[src/inc/bk2cfg_pkg.sv]
// Package: addresses, field layouts, reset values and types of the buck 2 config block
package bk2cfg_pkg;

	localparam int AVS_AW = 18;
	localparam int AVS_DW = 32;

	// Register indices; the byte address is four times the index
	localparam logic [15:0] IDX_ACTIVE = 16'h405D;
	localparam logic [15:0] IDX_SLEEP = 16'h405E;
	localparam logic [15:0] IDX_STATUS = 16'h4100;
	localparam logic [AVS_AW-1:0] ADDR_ACTIVE = {IDX_ACTIVE, 2'h0};
	localparam logic [AVS_AW-1:0] ADDR_SLEEP = {IDX_SLEEP, 2'h0};
	localparam logic [AVS_AW-1:0] ADDR_STATUS = {IDX_STATUS, 2'h0};

	// Layout shared by both configuration registers
	typedef struct packed {
		logic [2:0] slot;
		logic [2:0] rsv_hi;
		logic [1:0] mode;
		logic rsv_mid;
		logic [6:0] volt;
	} bk2cfg_reg_t;

	localparam logic [15:0] CFG_WMASK = 16'hE37F;
	localparam logic [15:0] ACTIVE_RST = 16'h0100;
	localparam logic [15:0] SLEEP_RST = 16'h0300;
	localparam logic [15:0] UNMAPPED_RDATA = 16'h0000;

	// Operating modes, same for active and sleep
	localparam logic [1:0] MODE_FCCM = 2'h0;
	localparam logic [1:0] MODE_AUTO = 2'h1;
	localparam logic [1:0] MODE_LDO = 2'h2;
	localparam logic [1:0] MODE_HYST = 2'h3;

	// Slot codes
	localparam logic [2:0] SLOT_NONE = 3'h0;
	localparam logic [2:0] SLOT_FIRST = 3'h1;
	localparam logic [2:0] SLOT_LAST = 3'h5;
	localparam logic [2:0] SLOT_HW1 = 3'h6;
	localparam logic [2:0] SLOT_HW2 = 3'h7;
	localparam logic [2:0] SLP_CODE_KEEP5 = 3'h0;
	localparam logic [2:0] SLP_CODE_KEEP3 = 3'h6;
	localparam logic [2:0] SLP_CODE_KEEP1 = 3'h7;
	localparam logic [2:0] TSLOT_1 = 3'h1;
	localparam logic [2:0] TSLOT_3 = 3'h3;
	localparam logic [2:0] TSLOT_5 = 3'h5;
	localparam logic [2:0] SLP_REV_BASE = 3'h6;

	// Voltage code mapping, output in units of 0.1 mV
	localparam logic [6:0] VCODE_FLOOR = 7'h08;
	localparam logic [6:0] VCODE_CEIL = 7'h68;
	localparam logic [6:0] VCODE_HIFREQ_MAX = 7'h48;
	localparam logic [14:0] VOLT_MIN = 15'h1770;
	localparam logic [14:0] VOLT_MAX = 15'h4650;
	localparam logic [14:0] VOLT_STEP = 15'h007D;

	// Switching frequency field
	localparam logic [1:0] FREQ_LOW = 2'h1;
	localparam logic [1:0] FREQ_HIGH = 2'h2;

	// Status register bits
	localparam int STAT_FREQ_LSB = 0;
	localparam int STAT_ACT_OVER = 2;
	localparam int STAT_SLP_OVER = 3;

	typedef enum logic [1:0] {SRC_OFF, SRC_SLOT, SRC_HW1, SRC_HW2} bk2cfg_src_t;
	typedef enum logic [1:0] {SLP_TRANSITION, SLP_DISABLE, SLP_HW_ENTER} bk2cfg_slp_act_t;

	typedef struct packed {
		logic strobe;
		logic [4:0] volt_hi;
	} bk2cfg_load_t;

	typedef struct packed {
		bk2cfg_src_t act_src;
		logic [2:0] act_slot;
		logic [1:0] act_mode;
		logic [6:0] act_volt;
		bk2cfg_slp_act_t slp_action;
		logic [2:0] slp_slot;
		logic [1:0] slp_mode;
		logic [6:0] slp_volt;
	} bk2cfg_out_t;

endpackage : bk2cfg_pkg

[src/verilog/bk2cfg_vdecode.sv]
// Voltage code to output level in 0.1 mV units, registered
module bk2cfg_vdecode
	import bk2cfg_pkg::*;
(
	input wire logic clk_sys,
	input wire logic rst,
	input wire logic [6:0] code,
	output logic [14:0] volt_r
);

	logic [6:0] above_floor;
	logic [14:0] volt_nxt;

	assign above_floor = code - VCODE_FLOOR;
	assign volt_nxt = (code <= VCODE_FLOOR) ? VOLT_MIN :
		(code >= VCODE_CEIL) ? VOLT_MAX :
		15'(VOLT_MIN + 15'(above_floor) * VOLT_STEP);

	always_ff @(posedge clk_sys or posedge rst) begin
		if (rst) begin
			volt_r <= VOLT_MIN;
		end else begin
			volt_r <= volt_nxt;
		end
	end
endmodule : bk2cfg_vdecode

[src/verilog/bk2cfg_regs.sv]
// Buck 2 active and sleep configuration registers behind an Avalon-MM slave
// Summary of operation
// - Active slot resets 000 (never enabled); 001..101 enable in timeslots 1..5.
// - Active slot 110 gives enable to hardware input 1, 111 to input 2.
// - Active mode: 00 forced CCM, 01 auto, 10 LDO, 11 hysteretic; resets 01.
// - Voltage code 00h-08h is 0.6V, +12.5mV per code, 68h-7Fh 1.8V.
// - Config store loads active code bits 6:2 only, 50mV steps.
// - Sleep slot 000 (reset) transitions in slot 5, 110 slot 3, 111 slot 1.
// - Sleep slot 001..101 disable the converter in slots 5 down to 1.
// - With hardware enable, sleep codes 001..101 choose the sleep-entry timeslot instead.
// - Sleep mode uses the same mode encoding but resets to 11.
// - Sleep voltage code bits 6:0 reset zero, same voltage mapping.
// - Frequency field 10 selects the high frequency, 01 the low one.
//
// Implementation choice: the Avalon-MM slave port.
module bk2cfg_regs
	import bk2cfg_pkg::*;
(
	input wire logic clk_sys,
	input wire logic rst,
	input wire logic [AVS_AW-1:0] avs_address,
	input wire logic avs_read,
	input wire logic avs_write,
	input wire logic [AVS_DW-1:0] avs_writedata,
	input wire logic [3:0] avs_byteenable,
	output logic [AVS_DW-1:0] avs_readdata,
	output logic avs_waitrequest,
	input wire logic [1:0] switch_freq_sel,
	input wire bk2cfg_load_t cfg_load,
	output bk2cfg_out_t cfg_out,
	output logic [14:0] active_volt_level,
	output logic [14:0] sleep_volt_level
);

	bk2cfg_reg_t active_r;
	bk2cfg_reg_t active_nxt;
	bk2cfg_reg_t sleep_r;
	bk2cfg_reg_t sleep_nxt;
	logic ack_r;
	logic [AVS_DW-1:0] rdata_r;
	bk2cfg_out_t out_r;
	bk2cfg_out_t out_nxt;

	// Bus decode
	wire req = avs_read | avs_write;
	wire first_cycle = req & ~ack_r;
	wire commit_wr = avs_write & ack_r;
	wire hit_active = avs_address == ADDR_ACTIVE;
	wire hit_sleep = avs_address == ADDR_SLEEP;
	wire hit_status = avs_address == ADDR_STATUS;
	wire [15:0] lane_mask = {{8{avs_byteenable[1]}}, {8{avs_byteenable[0]}}};
	wire [15:0] wdata16 = avs_writedata[15:0];
	wire [15:0] active_merged = ((active_r & ~lane_mask) | (wdata16 & lane_mask)) & CFG_WMASK;
	wire [15:0] sleep_merged = ((sleep_r & ~lane_mask) | (wdata16 & lane_mask)) & CFG_WMASK;

	// Frequency limit status; software is expected to keep within it
	wire high_freq = switch_freq_sel == FREQ_HIGH;
	wire act_over = high_freq & (active_r.volt > VCODE_HIFREQ_MAX);
	wire slp_over = high_freq & (sleep_r.volt > VCODE_HIFREQ_MAX);
	wire [15:0] status_word = (16'(act_over) << STAT_ACT_OVER) | (16'(slp_over) << STAT_SLP_OVER)
		| (16'(switch_freq_sel) << STAT_FREQ_LSB);

	wire [15:0] rd_sel = hit_active ? 16'(active_r & CFG_WMASK) :
		hit_sleep ? 16'(sleep_r & CFG_WMASK) :
		hit_status ? status_word : UNMAPPED_RDATA;

	// One wait state: data registered on the first cycle, taken on the second
	assign avs_waitrequest = req & ~ack_r;
	assign avs_readdata = rdata_r;

	// Load from the config store brings only bits 6:2; bus write in the same cycle wins
	always_comb begin
		active_nxt = active_r;
		if (cfg_load.strobe) begin
			active_nxt.volt = {cfg_load.volt_hi, 2'h0};
		end
		if (commit_wr & hit_active) begin
			active_nxt = bk2cfg_reg_t'(active_merged);
		end
	end

	always_comb begin
		sleep_nxt = sleep_r;
		if (commit_wr & hit_sleep) begin
			sleep_nxt = bk2cfg_reg_t'(sleep_merged);
		end
	end

	always_ff @(posedge clk_sys or posedge rst) begin
		if (rst) begin
			active_r <= bk2cfg_reg_t'(ACTIVE_RST);
			sleep_r <= bk2cfg_reg_t'(SLEEP_RST);
		end else begin
			active_r <= active_nxt;
			sleep_r <= sleep_nxt;
		end
	end

	always_ff @(posedge clk_sys or posedge rst) begin
		if (rst) begin
			ack_r <= 1'b0;
			rdata_r <= '0;
		end else begin
			ack_r <= first_cycle;
			if (first_cycle) begin
				rdata_r <= {16'h0000, rd_sel};
			end
		end
	end

	// Decode of the active enable source
	wire act_in_slots = (active_r.slot >= SLOT_FIRST) && (active_r.slot <= SLOT_LAST);
	wire act_hw = (active_r.slot == SLOT_HW1) || (active_r.slot == SLOT_HW2);
	wire slp_in_slots = (sleep_r.slot >= SLOT_FIRST) && (sleep_r.slot <= SLOT_LAST);

	always_comb begin
		out_nxt = '0;
		out_nxt.act_mode = active_r.mode;
		out_nxt.act_volt = active_r.volt;
		out_nxt.slp_mode = sleep_r.mode;
		out_nxt.slp_volt = sleep_r.volt;
		out_nxt.act_slot = SLOT_NONE;
		if (act_in_slots) begin
			out_nxt.act_src = SRC_SLOT;
			out_nxt.act_slot = active_r.slot;
		end else if (active_r.slot == SLOT_HW1) begin
			out_nxt.act_src = SRC_HW1;
		end else if (active_r.slot == SLOT_HW2) begin
			out_nxt.act_src = SRC_HW2;
		end else begin
			out_nxt.act_src = SRC_OFF;
		end
		// Reverse order: code 1 is the last slot
		if (slp_in_slots) begin
			out_nxt.slp_action = act_hw ? SLP_HW_ENTER : SLP_DISABLE;
			out_nxt.slp_slot = 3'(SLP_REV_BASE - sleep_r.slot);
		end else if (sleep_r.slot == SLP_CODE_KEEP3) begin
			out_nxt.slp_action = SLP_TRANSITION;
			out_nxt.slp_slot = TSLOT_3;
		end else if (sleep_r.slot == SLP_CODE_KEEP1) begin
			out_nxt.slp_action = SLP_TRANSITION;
			out_nxt.slp_slot = TSLOT_1;
		end else begin
			out_nxt.slp_action = SLP_TRANSITION;
			out_nxt.slp_slot = TSLOT_5;
		end
	end

	always_ff @(posedge clk_sys or posedge rst) begin
		if (rst) begin
			out_r <= '0;
		end else begin
			out_r <= out_nxt;
		end
	end

	assign cfg_out = out_r;

	bk2cfg_vdecode u_act_vdec (
		.clk_sys(clk_sys),
		.rst(rst),
		.code(active_r.volt),
		.volt_r(active_volt_level)
	);

	bk2cfg_vdecode u_slp_vdec (
		.clk_sys(clk_sys),
		.rst(rst),
		.code(sleep_r.volt),
		.volt_r(sleep_volt_level)
	);
endmodule : bk2cfg_regs

[config.mk]
export PLATFORM = sky130hd
export DESIGN_NAME = bk2cfg_regs
export DESIGN_NICKNAME = d
export VERILOG_FILES = /design/src/inc/bk2cfg_pkg.sv /design/src/verilog/bk2cfg_vdecode.sv /design/src/verilog/bk2cfg_regs.sv
export SDC_FILE = /design/constraint.sdc
export NUM_CORES = 1
export LEC_CHECK = 0
export ABC_AREA = 1
export BUFFER_PORTS_ARGS = -buffer_cell sky130_fd_sc_hd__buf_4
export CAP_MARGIN = 5
export CORE_MARGIN = 2
export CORE_UTILIZATION = 43
export CTS_BUF_LIST = sky130_fd_sc_hd__clkbuf_16
export CTS_CLUSTER_DIAMETER = 80
export CTS_CLUSTER_SIZE = 24
export DETAILED_ROUTE_END_ITERATION = 8
export GPL_TIMING_DRIVEN = 0
export PLACE_DENSITY = 0.66
export SYNTH_ARGS = -nofsm -noshare
export SYNTH_HDL_FRONTEND = slang
export SYNTH_SLANG_ARGS = --single-unit
[constraint.sdc]
create_clock -name clk_sys -period 6.15 [get_ports clk_sys]
set_clock_uncertainty 0.05 [all_clocks]
set_input_delay 0.615 -clock clk_sys [delete_from_list [all_inputs] [get_ports clk_sys]]
set_output_delay 0.615 -clock clk_sys [all_outputs]
set_load 0.005 [all_outputs]
### Word-level counts from Yosys, hierarchy flattened

Cells that the tools add are included.

* add/sub/neg operators: 5
* multiply operators: 2
* $lt $le $gt $ge: 10
* equal/unequal tests: 8
* mux-type cells: 17
* bitwise gates (word level): 16
* reduce and logical (&&, ||, !) cells: 4

Operators with widths (number)
* $mux 15: 4
* $eq 18x17->1 const B: 3
* $and 16x16->16: 3
* $mux 16: 2
* $or 16x16->16: 2
* $add 13x14->15 const A: 2
* $mul 7x7->14 const B: 2
* $not 16->16: 1
* $ge 7x7->1 const B: 2
* $gt 7x7->1 const B: 2
* $le 7x4->1 const B: 2
* $mux 7: 2
* $sub 7x4->7 const B: 2
* $eq 3x3->1 const B: 4
* $mux 3: 3
* $mux 2: 4
* $and 1x1->1: 6
* $ge 3x1->1 const B: 2
* $le 3x3->1 const B: 2
* $mux 5: 1
* $mux 4: 1
* $or 3x4->4: 1
* $or 4x2->4: 1
* $sub 3x3->3 const A: 1
* 6 further kinds: 7

* register bits after elaboration: 99
* word-level logic and storage cells: 80

### Logic depth before layout (Yosys ltp)

* depth after elaboration: 7
* gate-level depth with buffers: 22
* gate-level depth less buffers: 22

### Hierarchy

Synthesis repeated with hierarchy kept, for this count alone.

* cells, all modules: 837
* area, all modules: 7110.6 um^2

Modules (own cells, without submodules)
* bk2cfg_regs: instances 1, cells an instance 377, area each 3238.1 um^2, seq. area each 1630.3 um^2
* bk2cfg_vdecode (u_act_vdec): instances 1, cells an instance 231, area each 1946.9 um^2, seq. area each 384.1 um^2
* bk2cfg_vdecode (u_slp_vdec): instances 1, cells an instance 229, area each 1925.6 um^2, seq. area each 384.1 um^2

### Least setup slack after synthesis

No wires, ideal clock.

* path kind: register to register
* from: register (tool-made name)
* to: register u_slp_vdec.volt_r[14]
* arrival: 4164 ps
* data required time: 5978 ps
* path slack: 1814 ps
* cell stages (with the launch flop): 22
* path buffers: 0
* clock period less this slack: 4336 ps
* cell sequence: dfrtp_1 inv_1 ha_1 xnor2_1 inv_1 ha_1 fa_1 fa_1 inv_1 fa_1 inv_1 ha_1 nand2_1 nand2_1 nand2_1 nand2_1 nand2_1 nand3_1 nand2_1 nand2_1 nand2_1 nand2_1

RTL lines
* end signal: assignment: line bk2cfg_vdecode.sv:23 `volt_r <= volt_nxt;`
* end: declaration: line bk2cfg_vdecode.sv:8 `output logic [14:0] volt_r`

==> results.rst <==
.. list-table::
   :header-rows: 1

   * - Metric
     - Value
   * - Power density over the cells
     - about 270 nW/um^2
   * - Maximum count of clock buffers along a single path
     - 2
   * - Core Box Area
     - roughly 16000 sq um
   * - Setup Crit Path Kind
     - reg -> reg
   * - Final count of negative-setup-slack endpoints
     - 0
   * - Worst voltage drop across the vdd grid
     - 192 uV
   * - Detailed-router iteration count before antenna repair
     - 6
   * - Drt drc
     - 0
   * - Cell area after synthesis
     - between 7000 and 8000 sq um
   * - Leak
     - about 4.9 nW
   * - Most used cell, CP
     - nand2_1
   * - Final hold slack
     - 0.238 ns
   * - Gp weighted congestion
     - between 0.8 and 0.9
   * - Antenna violation net count after detailed routing
     - 0
   * - Post-cts hold buffer count
     - 0
   * - Final Net Count
     - 1170
   * - Commonest register cell after synthesis
     - dfrtp_1
   * - Highest fanout seen on the critical path
     - 9
   * - Port Buffer Count
     - between 100 and 150
   * - Fraction of registers with async set/reset
     - between 90% and 100%
   * - Arrival time at the worst endpoint
     - approximately 5.3 ns
   * - Final global-route overflow total
     - 0
   * - Max incr delay on CP
     - 0.55 ns
   * - Worst slew slack as a fraction of its limit
     - between 60 and 70%
   * - Final critical-path share of the clock period
     - about 82%
   * - Setup crit end kind
     - register
   * - Critical path launch point type
     - register
   * - Setup repair after global routing missed its margin
     - no
   * - Average detailed-routed wire length per instance
     - ~13 um
   * - Die width
     - 133 um
   * - Number of global-route vias before repair
     - 5298
   * - Placement Rows
     - 47
   * - Placed cell count
     - 1200
   * - Number of clock buffers inserted by TritonCTS
     - 9
   * - Overall global routing resource usage
     - 18.0%
   * - Required arrival time at the worst endpoint
     - 6.38 ns
   * - Flops & latches, synth
     - 95
   * - Sinks on the clock net
     - 95
   * - EDFF count, synth
     - 0
   * - DP Wirelength
     - 12.5 mm
   * - Number of buffers inserted by post-CTS setup repair
     - 0
   * - Initial standard-cell utilization of the core
     - 43.8%
   * - Sequential area share after synthesis
     - roughly 33%
   * - Post-DR vias/cell
     - 4.64
   * - Count of pins on the block boundary
     - between 150 and 200
   * - Total detailed-routing wirelength
     - 15.4 mm
   * - Minimum period implied by the final worst setup slack
     - 5.06 ns
   * - Mapped Avg Cell Area
     - roughly 8.5 sq um
   * - Slowest cell on the critical path
     - dfrtp_1
   * - Floorplan die area
     - ~18000 sq um
   * - DRT iter0 DRCs
     - ~310
   * - Post-synthesis instance total
     - ~850
   * - Worst path top cell family by delay
     - adder cells
   * - Yosys warning count
     - 0
   * - Critical Path, Cell by Cell
     - inv_1 > ha_1 > xnor2_1 > inv_1 > ha_1 > fa_1 > fa_1 > inv_1 > fa_1 > inv_1 > ha_1 > nand2_1 > nand2_1 > nand2_1 > nand2_1 > nand2_1 > nand2_1 > nor2_1 > nand2_1 > nand2_1 > nand2_1 > nand2_1
   * - H-tree levels
     - 3
   * - Number of instances resized during post-cts repair
     - 0
   * - Result of the run
     - finished, final reports clean
   * - Ant. Diodes
     - 0
   * - Share of final-layout standard cells stronger than drive strength 1
     - between 20% and 30%
   * - Skew-Pair Late Insertion Delay
     - about 0.35 ns
   * - Final hold violations
     - 0
   * - Setup total negative slack
     - 0 ns
   * - Routed vias
     - around 5600
   * - Root cell of the clock tree
     - clkbuf_16
   * - Highest clock frequency the design can meet
     - between 150 and 200 MHz
   * - Global-route wire length before repair
     - roughly 26 mm
   * - Maximum number of pins on one net before global-route repair
     - 58
   * - Non-filler cells, final
     - ~1200
   * - Crit path buf inv count
     - 4
   * - Area growth from synthesis to layout
     - 20.8%
   * - Number of antenna violations at the first check in global routing
     - 0
   * - Number of different library cells in the post-synthesis netlist
     - between 40 and 50
   * - Worst Tran Pin Value
     - approximately 0.52 ns
   * - CTS tree
     - done
   * - Worst Hold Class
     - in -> async
   * - Max-slew violation total from the final report
     - 0
   * - Worst-path clk slew
     - about 0.06 ns
   * - Die outline height
     - roughly 130 um
   * - Maximum capacitance violations
     - 0
## report_power, final
part / total, mW / internal (mW) / switching [mW] / leakage, nW
Sequential: 0.727 / 0.703 / 0.0241 / 1.21
Combinational: 1.06 / 0.441 / 0.618 / 3.52
Clock: 0.524 / 0.275 / 0.249 / 0.135
Total: 2.31 / 1.42 / 0.891 / 4.87
## kinds of logic after synthesis
| family | Yosys count | share of synthesized area (%) |
|---|---|---|
| AOI/OAI and AO/OA | 59 | 4.96 |
| buffers and inverters | 166 | 10.2 |
| xor gates and xnor gates | 31 | 3.77 |
| other | 1 | 0.0520 |
| adders and majority gates | 113 | 22.5 |
| DFF | 95 | 33.3 |
| and+or+nand+nor | 382 | 25.3 |
## synthesized netlist by cell type, types with 4 or more instances
master | n | share of area [%]
inv_2 | 9 | 0.47
nor2_8 | 4 | 1.1
nor2_1 | 75 | 3.9
a21oi_1 | 14 | 0.97
nand4_1 | 9 | 0.78
o21ai_2 | 5 | 0.61
o21ai_0 | 11 | 0.76
nand3_1 | 65 | 4.5
o21bai_1 | 6 | 0.62
fa_1 | 28 | 7.8
nand2_1 | 194 | 10
nand3_2 | 4 | 0.56
nand2_4 | 6 | 0.94
dfstp_2 | 17 | 6.2
ha_1 | 85 | 15
nor2_4 | 5 | 0.78
a31oi_1 | 9 | 0.78
nand3b_1 | 4 | 0.42
buf_4 | 21 | 2.2
inv_1 | 127 | 6.6
a21o_1 | 5 | 0.52
xor2_1 | 17 | 2.1
xnor2_1 | 14 | 1.7
o21ai_1 | 7 | 0.49
dfrtp_1 | 78 | 27
## placed cells by master (no fill, tap or decap), types with 17 or more instances in the layout
cell type	count
buf_4	134
conb_1	20
dfrtp_1	78
dfstp_2	17
fa_1	28
ha_1	85
inv_1	128
nand2_1	194
nand3_1	65
nor2_1	75
xor2_1	17
## cell type report
| type | count | area (sq um) |
|---|---|---|
| fillers | 1578 | 7760 |
| multi-input cells | 605 | 4150 |
| flip-flops and latches | 95 | 2400 |
| repair buffers | 114 | 876 |
| inverters | 138 | 527 |
| well taps | 220 | 275 |
| clock buffers | 9 | 225 |
| plain buffers | 28 | 208 |
| clock inverters | 7 | 48.8 |
## stage by stage
step / instance area [sq um] / power (mW) / worst slack, ns / utilization [%]
finish: 8710 / 2.31 / 1.09 / 52.9
global placement: 8400 / 1.79 / 1.16 / 51.0
floorplan: 7280 / 1.51 / 1.81 / -
global route: 8710 / 2.53 / 0.780 / 52.9
detailed placement: 8430 / 1.80 / 1.13 / 51.2
CTS: 8710 / 2.34 / 1.09 / 52.9
## worst paths after layout
kind	endpoint	cells past startpoint	slack [ns]
worst max register to register	u_slp_vdec.volt_r[14]$_DFF_PP0_	22	1.09
max in group asynchronous	asynchronous set/reset pin	3	5.14
min in group clk_sys	cfg_out[22]$_DFF_PP0_	0	0.35
worst max-delay path	u_slp_vdec.volt_r[14]$_DFF_PP0_	22	1.09
worst min register to register	cfg_out[22]$_DFF_PP0_	0	0.35
worst min-delay path	u_act_vdec.volt_r[2]$_DFF_PP0_	2	0.24
## metal layers
layer,GRT usage [%],up-vias,share of wire [%]
li1,-,2898,-
met1,25.1,2610,47
met2,28.9,121,47
met3,2.47,13,3.9
met4,6.09,0,1.6
met5,0,-,0
No activity file was read; power rests on OpenSTA's default activity.
